$ cat src/rtl/rate_diag_pkg.sv
// shared constants and types for the port 1 rate limit and cable diagnostic registers
package rate_diag_pkg;
	localparam int ADDR_W = 8;
	localparam int DATA_W = 16;
	localparam int CODE_W = 7;
	localparam int EVT_W  = 2;

	// register byte offsets
	localparam logic [ADDR_W-1:0] OFS_INGRESS_RATE_P32 = 8'h76;
	localparam logic [ADDR_W-1:0] OFS_EGRESS_RATE_P10  = 8'h78;
	localparam logic [ADDR_W-1:0] OFS_EGRESS_RATE_P32  = 8'h7a;
	localparam logic [ADDR_W-1:0] OFS_PHY_CABLE_DIAG   = 8'h7c;
	localparam logic [ADDR_W-1:0] OFS_EVENT_STATUS     = 8'h80;
	localparam logic [ADDR_W-1:0] OFS_EVENT_MASK       = 8'h82;

	// field positions
	localparam int HI_CODE_LSB       = 8;
	localparam int LO_CODE_LSB       = 0;
	localparam int EGRESS_ENABLE_BIT = 7;
	localparam int TEST_START_BIT    = 12;
	localparam int FORCE_LINK_BIT    = 11;
	localparam int DIAG_RSVD_BIT     = 10;
	localparam int LOOPBACK_BIT      = 9;
	localparam int FAULT_COUNT_W     = 9;
	localparam int EVT_TEST_DONE     = 0;
	localparam int EVT_FAULT_FOUND   = 1;

	// reset values
	localparam logic [DATA_W-1:0] RATE_REG_RESET   = 16'h0000;
	localparam logic              DIAG_RSVD_RESET  = 1'h1;
	localparam logic [EVT_W-1:0]  EVENT_REG_RESET  = 2'h0;
	localparam logic [FAULT_COUNT_W-1:0] FAULT_COUNT_RESET = 9'h000;

	// rate code map
	typedef logic [16:0] kbps_type;
	localparam logic [CODE_W-1:0] CODE_NO_LIMIT     = 7'h00;
	localparam logic [CODE_W-1:0] CODE_MBPS_MAX_100 = 7'h64;
	localparam logic [CODE_W-1:0] CODE_MBPS_MAX_10  = 7'h0a;
	localparam logic [CODE_W-1:0] CODE_KBPS_BASE    = 7'h64;
	localparam logic [CODE_W-1:0] CODE_KBPS_FIRST   = 7'h65;
	localparam logic [CODE_W-1:0] CODE_KBPS_LAST    = 7'h73;
	localparam kbps_type KBPS_PER_MBPS = 17'h003e8;
	localparam kbps_type KBPS_STEP     = 17'h00040;
	localparam kbps_type LINE_100_KBPS = 17'h186a0;
	localparam kbps_type LINE_10_KBPS  = 17'h02710;

	// timing
	localparam int CLK_HZ                    = 20_000_000;
	localparam int CABLE_TEST_TIMEOUT_MS     = 100;
	localparam int CABLE_TEST_TIMEOUT_CYCLES = CABLE_TEST_TIMEOUT_MS * (CLK_HZ / 1000);

	typedef enum logic [1:0] {
		OUTCOME_NORMAL = 2'b00,
		OUTCOME_OPEN   = 2'b01,
		OUTCOME_SHORT  = 2'b10,
		OUTCOME_FAILED = 2'b11
	} cable_outcome_type;

	typedef enum logic [0:0] {
		TEST_IDLE = 1'b0,
		TEST_RUN  = 1'b1
	} test_state_type;

	typedef enum logic [2:0] {
		SEL_NONE      = 3'b000,
		SEL_INGRESS   = 3'b001,
		SEL_EGRESS_LO = 3'b010,
		SEL_EGRESS_HI = 3'b011,
		SEL_DIAG      = 3'b100,
		SEL_STATUS    = 3'b101,
		SEL_MASK      = 3'b110
	} reg_sel_type;

	typedef struct packed {
		logic [ADDR_W-1:0] addr;
		logic [DATA_W-1:0] wdata;
		logic              wr;
		logic              rd;
	} host_req_type;

	typedef struct packed {
		logic                     done;
		cable_outcome_type        outcome;
		logic                     near_short;
		logic [FAULT_COUNT_W-1:0] fault_count;
	} phy_result_type;

	typedef struct packed {
		logic     limit_on;
		kbps_type rate_kbps;
	} rate_cfg_type;
endpackage

$ cat src/rtl/rate_code_decoder.sv
// rate code to kb/s limit decoder for one priority and direction
`timescale 1ns/1ns
module rate_code_decoder (
	input  wire logic [rate_diag_pkg::CODE_W-1:0] code,
	input  wire logic                             speed_100,
	input  wire logic                             enable,
	output rate_diag_pkg::rate_cfg_type           cfg
);
	import rate_diag_pkg::*;

	logic [CODE_W-1:0] mbps_max;

	assign mbps_max = speed_100 ? CODE_MBPS_MAX_100 : CODE_MBPS_MAX_10;

	always_comb begin
		cfg.limit_on  = 1'b0;
		cfg.rate_kbps = speed_100 ? LINE_100_KBPS : LINE_10_KBPS;
		if (!enable) begin
			cfg.limit_on = 1'b0;
		end else if (code >= CODE_KBPS_FIRST && code <= CODE_KBPS_LAST) begin
			cfg.limit_on  = 1'b1;
			cfg.rate_kbps = KBPS_STEP * kbps_type'(code - CODE_KBPS_BASE);
		end else if (code != CODE_NO_LIMIT && code <= mbps_max) begin
			cfg.limit_on  = 1'b1;
			cfg.rate_kbps = KBPS_PER_MBPS * kbps_type'(code);
		end
		// codes beyond the map for this speed fall back to line rate
	end
endmodule // rate_code_decoder

$ cat src/rtl/cable_test_watchdog.sv
// watchdog that ends a cable test the PHY never answers
`timescale 1ns/1ns
module cable_test_watchdog #(
	parameter int TIMEOUT_CYCLES = rate_diag_pkg::CABLE_TEST_TIMEOUT_CYCLES
) (
	input  wire logic ref_clk,
	input  wire logic rst,
	input  wire logic ce,
	input  wire logic run,
	output logic      expired
);
	localparam int CW = $clog2(TIMEOUT_CYCLES + 1);

	logic [CW-1:0] count;

	always_ff @(posedge ref_clk or posedge rst) begin
		if (rst) begin
			count   <= '0;
			expired <= 1'b0;
		end else if (ce) begin
			expired <= 1'b0;
			if (!run) begin
				count <= '0;
			end else if (count == CW'(TIMEOUT_CYCLES - 1)) begin
				count   <= '0;
				expired <= 1'b1;
			end else begin
				count <= count + 1'b1;
			end
		end
	end
endmodule // cable_test_watchdog

$ cat src/rtl/port1_rate_limit_cable_diag_regs.sv
// port 1 rate limit and cable diagnostic register bank with event interrupt
`timescale 1ns/1ns
module port1_rate_limit_cable_diag_regs #(
	parameter int TEST_TIMEOUT_CYCLES = rate_diag_pkg::CABLE_TEST_TIMEOUT_CYCLES
) (
	input  wire logic                              ref_clk,
	input  wire logic                              rst,
	input  wire logic                              ce,
	input  rate_diag_pkg::host_req_type            host_req,
	output logic [rate_diag_pkg::DATA_W-1:0]       rdata,
	input  wire logic                              port1_speed_100,
	input  rate_diag_pkg::phy_result_type          phy_result,
	output logic                                   cable_test_run,
	output logic                                   force_link_pass,
	output logic                                   near_end_loopback,
	output rate_diag_pkg::rate_cfg_type [1:0]      ingress_cfg,
	output rate_diag_pkg::rate_cfg_type [3:0]      egress_cfg,
	output logic                                   irq
);
	import rate_diag_pkg::*;

	logic [DATA_W-1:0]        ingress_rate_prio3_prio2;
	logic [DATA_W-1:0]        egress_rate_prio1_prio0;
	logic [DATA_W-1:0]        egress_rate_prio3_prio2;
	logic                     diag_reserved;
	logic                     near_short_flag;
	cable_outcome_type        cable_test_outcome;
	logic [FAULT_COUNT_W-1:0] fault_distance_count;
	test_state_type           test_state;
	logic [EVT_W-1:0]         event_status;
	logic [EVT_W-1:0]         event_mask;
	logic [EVT_W-1:0]         next_event_status;
	logic [EVT_W-1:0]         next_event_mask;
	logic [EVT_W-1:0]         events;
	reg_sel_type              sel;
	logic                     wr_any;
	logic                     cable_test_start;
	logic                     start_test;
	logic                     test_finish;
	logic                     watchdog_expired;
	cable_outcome_type        finish_outcome;
	logic [DATA_W-1:0]        diag_word;
	logic [DATA_W-1:0]        read_word;
	logic [5:0][CODE_W-1:0]   codes;
	logic [5:0]               dir_enable;
	rate_cfg_type [5:0]       decoded;

	////////////////////////////////////////////////////////////////////////////////
	// address decode

	always_comb begin
		if (host_req.addr == OFS_INGRESS_RATE_P32) begin
			sel = SEL_INGRESS;
		end else if (host_req.addr == OFS_EGRESS_RATE_P10) begin
			sel = SEL_EGRESS_LO;
		end else if (host_req.addr == OFS_EGRESS_RATE_P32) begin
			sel = SEL_EGRESS_HI;
		end else if (host_req.addr == OFS_PHY_CABLE_DIAG) begin
			sel = SEL_DIAG;
		end else if (host_req.addr == OFS_EVENT_STATUS) begin
			sel = SEL_STATUS;
		end else if (host_req.addr == OFS_EVENT_MASK) begin
			sel = SEL_MASK;
		end else begin
			sel = SEL_NONE;
		end
	end

	assign wr_any = ce && host_req.wr;

	////////////////////////////////////////////////////////////////////////////////
	// rate code registers

	always_ff @(posedge ref_clk or posedge rst) begin
		if (rst) begin
			ingress_rate_prio3_prio2 <= RATE_REG_RESET;
		end else if (wr_any && sel == SEL_INGRESS) begin
			ingress_rate_prio3_prio2 <= host_req.wdata;
		end
	end

	always_ff @(posedge ref_clk or posedge rst) begin
		if (rst) begin
			egress_rate_prio1_prio0 <= RATE_REG_RESET;
		end else if (wr_any && sel == SEL_EGRESS_LO) begin
			egress_rate_prio1_prio0 <= host_req.wdata;
		end
	end

	always_ff @(posedge ref_clk or posedge rst) begin
		if (rst) begin
			egress_rate_prio3_prio2 <= RATE_REG_RESET;
		end else if (wr_any && sel == SEL_EGRESS_HI) begin
			egress_rate_prio3_prio2 <= host_req.wdata;
		end
	end

	////////////////////////////////////////////////////////////////////////////////
	// per priority decode, ingress in 1:0 and egress in 5:2

	assign codes[0] = ingress_rate_prio3_prio2[LO_CODE_LSB +: CODE_W];
	assign codes[1] = ingress_rate_prio3_prio2[HI_CODE_LSB +: CODE_W];
	assign codes[2] = egress_rate_prio1_prio0[LO_CODE_LSB +: CODE_W];
	assign codes[3] = egress_rate_prio1_prio0[HI_CODE_LSB +: CODE_W];
	assign codes[4] = egress_rate_prio3_prio2[LO_CODE_LSB +: CODE_W];
	assign codes[5] = egress_rate_prio3_prio2[HI_CODE_LSB +: CODE_W];

	// ingress has no enable bit of its own here, so it is always armed
	assign dir_enable = {{4{egress_rate_prio1_prio0[EGRESS_ENABLE_BIT]}}, 2'h3};

	for (genvar i = 0; i < 6; i++) begin : g_dec
		rate_code_decoder u_dec (
			.code      (codes[i]),
			.speed_100 (port1_speed_100),
			.enable    (dir_enable[i]),
			.cfg       (decoded[i])
		);
	end

	always_ff @(posedge ref_clk or posedge rst) begin
		if (rst) begin
			ingress_cfg <= '0;
			egress_cfg  <= '0;
		end else if (ce) begin
			ingress_cfg <= decoded[1:0];
			egress_cfg  <= decoded[5:2];
		end
	end

	////////////////////////////////////////////////////////////////////////////////
	// diagnostic controls

	always_ff @(posedge ref_clk or posedge rst) begin
		if (rst) begin
			force_link_pass   <= 1'b0;
			diag_reserved     <= DIAG_RSVD_RESET;
			near_end_loopback <= 1'b0;
		end else if (wr_any && sel == SEL_DIAG) begin
			force_link_pass   <= host_req.wdata[FORCE_LINK_BIT];
			diag_reserved     <= host_req.wdata[DIAG_RSVD_BIT];
			near_end_loopback <= host_req.wdata[LOOPBACK_BIT];
		end
	end

	////////////////////////////////////////////////////////////////////////////////
	// cable test sequencer

	// a start while a test runs is ignored; a zero write cannot abort
	assign start_test = host_req.wr && sel == SEL_DIAG && host_req.wdata[TEST_START_BIT]
		&& test_state == TEST_IDLE;
	assign test_finish = test_state == TEST_RUN && (phy_result.done || watchdog_expired);
	assign cable_test_start = test_state == TEST_RUN;

	cable_test_watchdog #(
		.TIMEOUT_CYCLES (TEST_TIMEOUT_CYCLES)
	) u_watchdog (
		.ref_clk (ref_clk),
		.rst     (rst),
		.ce      (ce),
		.run     (cable_test_run),
		.expired (watchdog_expired)
	);

	always_ff @(posedge ref_clk or posedge rst) begin
		if (rst) begin
			test_state     <= TEST_IDLE;
			cable_test_run <= 1'b0;
		end else if (ce) begin
			case (test_state)
				TEST_IDLE: begin
					if (start_test) begin
						test_state     <= TEST_RUN;
						cable_test_run <= 1'b1;
					end
				end
				TEST_RUN: begin
					if (test_finish) begin
						test_state     <= TEST_IDLE;
						cable_test_run <= 1'b0;
					end
				end
				default: begin
					test_state     <= TEST_IDLE;
					cable_test_run <= 1'b0;
				end
			endcase
		end
	end

	// a PHY answer in the timeout cycle still counts as the result
	assign finish_outcome = phy_result.done ? phy_result.outcome : OUTCOME_FAILED;

	always_ff @(posedge ref_clk or posedge rst) begin
		if (rst) begin
			near_short_flag      <= 1'b0;
			cable_test_outcome   <= OUTCOME_NORMAL;
			fault_distance_count <= FAULT_COUNT_RESET;
		end else if (ce && test_finish) begin
			cable_test_outcome   <= finish_outcome;
			near_short_flag      <= phy_result.done && phy_result.near_short
				&& phy_result.outcome == OUTCOME_SHORT;
			fault_distance_count <= phy_result.done ? phy_result.fault_count
				: FAULT_COUNT_RESET;
		end
	end

	////////////////////////////////////////////////////////////////////////////////
	// events and interrupt

	assign events[EVT_TEST_DONE]   = test_finish;
	assign events[EVT_FAULT_FOUND] = test_finish && finish_outcome != OUTCOME_NORMAL;

	// set beats the read clear so an event in the read cycle survives
	always_comb begin
		next_event_status = event_status;
		if (host_req.rd && sel == SEL_STATUS) begin
			next_event_status = '0;
		end
		next_event_status = next_event_status | events;
	end

	assign next_event_mask = (host_req.wr && sel == SEL_MASK) ? host_req.wdata[EVT_W-1:0]
		: event_mask;

	always_ff @(posedge ref_clk or posedge rst) begin
		if (rst) begin
			event_status <= EVENT_REG_RESET;
			event_mask   <= EVENT_REG_RESET;
			irq          <= 1'b0;
		end else if (ce) begin
			event_status <= next_event_status;
			event_mask   <= next_event_mask;
			irq          <= |(next_event_status & next_event_mask);
		end
	end

	////////////////////////////////////////////////////////////////////////////////
	// read path

	assign diag_word = {near_short_flag, cable_test_outcome, cable_test_start, force_link_pass,
		diag_reserved, near_end_loopback, fault_distance_count};

	always_comb begin
		case (sel)
			SEL_INGRESS:   read_word = ingress_rate_prio3_prio2;
			SEL_EGRESS_LO: read_word = egress_rate_prio1_prio0;
			SEL_EGRESS_HI: read_word = egress_rate_prio3_prio2;
			SEL_DIAG:      read_word = diag_word;
			SEL_STATUS:    read_word = {{(DATA_W - EVT_W){1'b0}}, event_status};
			SEL_MASK:      read_word = {{(DATA_W - EVT_W){1'b0}}, event_mask};
			default:       read_word = '0;
		endcase
	end

	// data stands for exactly the cycle after the read strobe
	always_ff @(posedge ref_clk or posedge rst) begin
		if (rst) begin
			rdata <= '0;
		end else if (ce) begin
			rdata <= host_req.rd ? read_word : '0;
		end
	end

	////////////////////////////////////////////////////////////////////////////////
	// checks

	property p_prio3_zero_full_rate;
		@(posedge ref_clk) disable iff (rst)
		ce && codes[1] == CODE_NO_LIMIT |=> !ingress_cfg[1].limit_on;
	endproperty
	a_prio3_zero_full_rate: assert property (p_prio3_zero_full_rate)
		else $error("zero ingress priority 3 code still limits");

	property p_prio2_ten_mbps;
		@(posedge ref_clk) disable iff (rst)
		ce && codes[0] == CODE_MBPS_MAX_10 && !port1_speed_100
		|=> ingress_cfg[0].limit_on && ingress_cfg[0].rate_kbps == LINE_10_KBPS;
	endproperty
	a_prio2_ten_mbps: assert property (p_prio2_ten_mbps)
		else $error("ingress priority 2 code 10 not decoded at 10 Mb/s");

	property p_prio1_hundred;
		@(posedge ref_clk) disable iff (rst)
		ce && codes[3] == CODE_MBPS_MAX_100 && port1_speed_100 && dir_enable[3]
		|=> egress_cfg[1].limit_on && egress_cfg[1].rate_kbps == LINE_100_KBPS;
	endproperty
	a_prio1_hundred: assert property (p_prio1_hundred)
		else $error("egress priority 1 code 100 not decoded");

	property p_egress_disabled;
		@(posedge ref_clk) disable iff (rst)
		ce && !egress_rate_prio1_prio0[EGRESS_ENABLE_BIT]
		|=> !egress_cfg[0].limit_on && !egress_cfg[1].limit_on
			&& !egress_cfg[2].limit_on && !egress_cfg[3].limit_on;
	endproperty
	a_egress_disabled: assert property (p_egress_disabled)
		else $error("egress limits active while disabled");

	property p_prio0_kbps_step;
		@(posedge ref_clk) disable iff (rst)
		ce && codes[2] == CODE_KBPS_FIRST && dir_enable[2]
		|=> egress_cfg[0].limit_on && egress_cfg[0].rate_kbps == KBPS_STEP;
	endproperty
	a_prio0_kbps_step: assert property (p_prio0_kbps_step)
		else $error("egress priority 0 code 0x65 not 64 kb/s");

	property p_prio3_kbps_last;
		@(posedge ref_clk) disable iff (rst)
		ce && codes[5] == CODE_KBPS_LAST && dir_enable[5]
		|=> egress_cfg[3].rate_kbps == 17'h003c0;
	endproperty
	a_prio3_kbps_last: assert property (p_prio3_kbps_last)
		else $error("egress priority 3 code 0x73 not 960 kb/s");

	property p_start_runs;
		@(posedge ref_clk) disable iff (rst)
		ce && start_test |=> cable_test_run && diag_word[TEST_START_BIT];
	endproperty
	a_start_runs: assert property (p_start_runs)
		else $error("cable test did not start");

	property p_finish_clears;
		@(posedge ref_clk) disable iff (rst)
		ce && test_finish |=> !cable_test_run && !diag_word[TEST_START_BIT]
			&& event_status[EVT_TEST_DONE];
	endproperty
	a_finish_clears: assert property (p_finish_clears)
		else $error("start bit not self cleared at test end");

	property p_timeout_fails;
		@(posedge ref_clk) disable iff (rst)
		ce && test_state == TEST_RUN && watchdog_expired && !phy_result.done
		|=> cable_test_outcome == OUTCOME_FAILED && fault_distance_count == FAULT_COUNT_RESET;
	endproperty
	a_timeout_fails: assert property (p_timeout_fails)
		else $error("timed out test not reported failed");

	property p_result_captured;
		@(posedge ref_clk) disable iff (rst)
		ce && test_state == TEST_RUN && phy_result.done
		|=> fault_distance_count == $past(phy_result.fault_count)
			&& cable_test_outcome == $past(phy_result.outcome);
	endproperty
	a_result_captured: assert property (p_result_captured)
		else $error("cable test result not captured");

	property p_near_short_only_short;
		@(posedge ref_clk) disable iff (rst)
		near_short_flag |-> cable_test_outcome == OUTCOME_SHORT;
	endproperty
	a_near_short_only_short: assert property (p_near_short_only_short)
		else $error("near short flag without short outcome");

	property p_force_link;
		@(posedge ref_clk) disable iff (rst)
		wr_any && sel == SEL_DIAG
		|=> force_link_pass == $past(host_req.wdata[FORCE_LINK_BIT])
			&& near_end_loopback == $past(host_req.wdata[LOOPBACK_BIT]);
	endproperty
	a_force_link: assert property (p_force_link)
		else $error("force link or loopback not taken");

	property p_irq_level;
		@(posedge ref_clk) disable iff (rst)
		irq == |(event_status & event_mask);
	endproperty
	a_irq_level: assert property (p_irq_level)
		else $error("interrupt does not follow masked status");
endmodule // port1_rate_limit_cable_diag_regs

$ cat config.mk
export PLATFORM = sky130hd
export DESIGN_NAME = port1_rate_limit_cable_diag_regs
export DESIGN_NICKNAME = d
export VERILOG_FILES = /design/src/rtl/rate_diag_pkg.sv /design/src/rtl/rate_code_decoder.sv /design/src/rtl/cable_test_watchdog.sv /design/src/rtl/port1_rate_limit_cable_diag_regs.sv
export SDC_FILE = /design/constraint.sdc
export NUM_CORES = 1
export LEC_CHECK = 0
export BUFFER_PORTS_ARGS = -buffer_cell sky130_fd_sc_hd__buf_2
export CAP_MARGIN = 10
export CORE_ASPECT_RATIO = 1.25
export CORE_MARGIN = 2
export CORE_UTILIZATION = 50
export DETAILED_ROUTE_END_ITERATION = 10
export PLACE_DENSITY = 0.69
export SYNTH_ARGS = -nofsm -noshare
export SYNTH_HDL_FRONTEND = slang
export SYNTH_SLANG_ARGS = --single-unit
$ cat constraint.sdc
create_clock -name ref_clk -period 17.3 [get_ports ref_clk]
set_input_delay 3.46 -clock ref_clk [delete_from_list [all_inputs] [get_ports ref_clk]]
set_output_delay 3.46 -clock ref_clk [all_outputs]
set_load 0.005 [all_outputs]
==> reports/metrics.sh <==
CLOCK_SINKS=198
SYNTH_CELL_TYPE_COUNT=93
OUTCOME='completed'
DIE_HEIGHT_UM=217
AVG_CELL_AREA_SYN_UM2=9.66
DRT_PASS1_ITERATIONS=5
CORE-AREA_UM2=36000
REG2REG_SETUP_SLACK_NS=12.51
AREA_DELTA_SYNTH_FINAL_PCT=9.08
GRTUSAGETOTAL_PCT=26.3
SYNTH_EDF_COUNT=0
FINALCLOCKSKEW_NS=0.0126
POST_CTS_BUFFERS=0
HPWLAFTERDP_MM=36.7
CTS_HOLD_BUFFERS=0
YS.WARNINGS.COUNT=0
P_SWITCHING_mW=0.795
FINAL.FILL_COUNT=3238
GRT_SETUP_UNREPAIRED='false'
MAXIMUM_CLOCK_FREQUENCY_GHz=0.165
WORST_SKEW_PAIR.LATE_LATENCY_NS=0.47
CRIT_FANOUT=27
STDCELL_AREA_UM2=19800
CTS.CLK_SLEW.WORST_PATHS_NS=0.08
NUMPORTBUFFERS=152
BOUNDARYPINS=171
PLACE_CONGESTION=0.887
WIRE_LENGTH_OF_THE_FIRST_GLOBAL_ROUTING_PASS_MM=78.7
CTS_RESIZES=0
MAXCAPVIOLCOUNT=0
WORST_SETUP_PATH_START_KIND='primary input'
HOLD_VIOLATIONS=0
YS_FF_LATCH=198
ANTENNA_FOUND_INITIAL=1
PERIOD_MINUS_SLACK_NS=6.05
LAYOUT.NETS=2411
H-TREE-DEPTH=4
DATA_REQUIRED_TIME_AT_THE_WORST_ENDPOINT_NS=17.65
COMBINATIONALPOWERSHARE_PCT=50.4
P_LEAK_nW=9.69
FINALSETUPVIOLCOUNT=0
GRT_MAX_DEGREE=144
DRTITER0DRC=974
YOSYSSEQAREASHARE_PCT=27.3
MIN_PERIOD_OVER_PERIOD_PCT=35.0
PD_CELLS_nW_PER_UM2=97.8
SYNTHESIS.AREA_UM2=18100
DPL-INSTANCE-AREA_UM2=19200
DETAILEDPLACE.WORSTSLACK_NS=10.69
CLOCKPOWERSHARE_PCT=20.2
CP.ARRIVAL_NS=6.40
DRT.ANTENNA.VIOLATING_NETS=0
DIE_X_UM=174
STD_CELL_ROWS=78
HOLD_CLASS='reg -> reg'
PATH_CLASS='in -> reg'
LEADING_CELL_TYPES_IN_THE_LAYOUT_FILL_AND_TAPS_EXCLUDED='sky130_fd_sc_hd__ha_1 (277), sky130_fd_sc_hd__dfrtp_1 (197), sky130_fd_sc_hd__inv_1 (189)'
GRT.OVERFLOW.TOTAL=0
POWER.SHARE.SWITCHING_PCT=41.1
FINAL-MAX-SLEW-VIOLATION-COUNT=0
POSTSYNTH.ASYNCRESETSHARE_PCT=100
TOTAL_DETAILED_ROUTING_WIRELENGTH_MM=48.2
MOST_COMMON_CELL_AFTER_LAYOUT_FILL_AND_TAPS_ASIDE='sky130_fd_sc_hd__ha_1'
SETUP_TNS_NS=0
TIMING.FINAL.WS_SETUP_NS=11.25
SYNTH_CELLS=1878
TIMING_WORST_SLEW_PIN_VALUE_NS=1.07
DOMINANTREGCELLSYNTH='sky130_fd_sc_hd__dfrtp_1'
DIE_AREA_UM2=37800
MAX-SLEW-MARGIN-REL_PCT=28.8
NUMBER_OF_GLOBAL_ROUTE_VIAS_BEFORE_REPAIR=14700
CTS_BUFFERS=17
PEAKVDDDROP_mV=0.0714
CRITPATHCAPTURETYPE='flop'
DRCVIOLATIONCOUNT=0
SHARE_OF_POST_ROUTE_CELLS_WITH_DRIVE_STRENGTH_ABOVE_1_PCT=12.8
POST_DRT_VIA_CELL_RATIO=5.84
DR_TOTAL_VIAS=14600
CTS_TREE='built'
INTERNAL-POWER_mW=1.14
CTS_ROOT_BUF='sky130_fd_sc_hd__clkbuf_16'
POWER_FRAC_SEQ_PCT=29.4
INITIAL_CORE_UTIL_PCT=50.4
ROUTEDWLPERCELL_UM=19.3
CLOCK_TREE.BUFFER_DEPTH=2
-- flip-flops by register name, summed over array words and instances, names as in the netlist, 2 cells and up --
| signal | count |
|---|---|
| ingress_cfg | 30 |
| u_watchdog.count | 21 |
| cable_test_outcome | 2 |
| event_mask | 2 |
| event_status | 2 |
| fault_distance_count | 9 |
| rdata | 16 |
| egress_cfg | 60 |
| egress_rate_prio3_prio2 | 16 |
| ingress_rate_prio3_prio2 | 16 |
| egress_rate_prio1_prio0 | 16 |
-- worst max-delay path, stage by stage --
cell                       delay, ns
sky130_fd_sc_hd__buf_2          0.41
sky130_fd_sc_hd__clkinv_1       0.31
sky130_fd_sc_hd__buf_4          0.32
sky130_fd_sc_hd__ha_1           0.33
sky130_fd_sc_hd__nor4bb_1       0.27
sky130_fd_sc_hd__and4_1         0.22
sky130_fd_sc_hd__a31oi_1        0.05
sky130_fd_sc_hd__or2_1          0.41
sky130_fd_sc_hd__or3_1          0.43
sky130_fd_sc_hd__a22o_1         0.18
-- worst paths after layout --
| kind | from | to | cells after the start |
|---|---|---|---|
| max reg2reg | ingress_rate_prio3_prio2[2]$_DFFE_PP0P_ | ingress_cfg[16]$_DFFE_PP0P_ | 15 |
| max in group asynchronous | rst | egress_cfg[15]$_DFFE_PP0P_ | 3 |
| min reg2reg | egress_cfg[48]$_DFFE_PP0P_ | egress_cfg[48]$_DFFE_PP0P_ | 1 |
| min | egress_cfg[48]$_DFFE_PP0P_ | egress_cfg[48]$_DFFE_PP0P_ | 1 |
| max | port1_speed_100 | ingress_cfg[27]$_DFFE_PP0P_ | 10 |
| min in group asynchronous | rst | ingress_cfg[24]$_DFFE_PP0P_ | 2 |
-- through the flow --
stage	total power, mW	std cells	hold WS [ns]	utilization, %
2_1_floorplan	1.29	1895	0.450	-
3_3_place_gp	1.53	2461	0.461	53.4
3_5_place_dp	1.55	2461	0.473	53.4
4_1_cts	1.95	2493	0.492	54.9
5_1_grt	2.10	2495	0.516	54.9
6_report	1.94	2495	0.487	54.9
-- cells in the mapped netlist (19+ instances only) --
cell type	n	share of area, %
sky130_fd_sc_hd__buf_2	22	0.61
sky130_fd_sc_hd__a211oi_1	22	0.91
sky130_fd_sc_hd__a21oi_1	95	2.6
sky130_fd_sc_hd__xnor2_1	47	2.3
sky130_fd_sc_hd__a22o_1	22	1.1
sky130_fd_sc_hd__nor2_1	123	2.5
sky130_fd_sc_hd__buf_4	19	0.79
sky130_fd_sc_hd__clkbuf_1	25	0.52
sky130_fd_sc_hd__ha_1	277	19
sky130_fd_sc_hd__a221oi_1	19	0.92
sky130_fd_sc_hd__nand3_1	35	0.97
sky130_fd_sc_hd__nor3_1	19	0.52
sky130_fd_sc_hd__nand2_1	118	2.4
sky130_fd_sc_hd__xor2_1	33	1.6
sky130_fd_sc_hd__o21ai_0	120	3.3
sky130_fd_sc_hd__nand4_1	19	0.66
sky130_fd_sc_hd__o2bb2ai_1	32	1.5
sky130_fd_sc_hd__inv_1	190	3.9
sky130_fd_sc_hd__fa_1	90	9.9
sky130_fd_sc_hd__dfrtp_1	197	27
sky130_fd_sc_hd__mux2i_1	21	1.2
-- cells by family after synthesis --
kind of cell	count (synthesis)	share of synthesized area (%)
flip-flops	198	27.3
multiplexers	44	2.75
AND/OR/NAND/NOR	430	12.0
adder cells (fa/ha/maj)	367	29.0
XOR/XNOR	80	3.86
other	1	0.0207
buffers and inverters	272	6.43
AO/OA/AOI/OAI	486	18.5
-- layer usage --
layer  up-vias  part of all wire [%]  track usage (%)  routed length (µm)
met5         -                     0                0                   0
met4         0                   3.3             10.7                1600
met3        86                   6.0             4.09                2880
met2       439                    48             43.6               23100
met1      7160                    43             34.4               20700
li1       6890                     -                -                   -
-- cell type report --
cell class	count	area (µm²)	area share, %
multi-input cells	1425	12100	61.1
inverters	194	736	3.72
flip-flops and latches	198	4960	25.1
clock inverters	13	116	0.588
diodes	1	2.50	0.0126
well taps	480	601	3.04
clock buffers	19	433	2.19
repair buffers	165	861	4.35
-- power by group through the flow --
stage	registers [mW]	clock network, mW	logic (mW)
6_report	0.570	0.391	0.975
5_1_grt	0.577	0.414	1.11
4_1_cts	0.569	0.398	0.978
3_5_place_dp	0.577	0	0.971
3_3_place_gp	0.578	0	0.955
2_1_floorplan	0.565	0	0.729
Note: power is estimated with default switching activity, not from simulation.
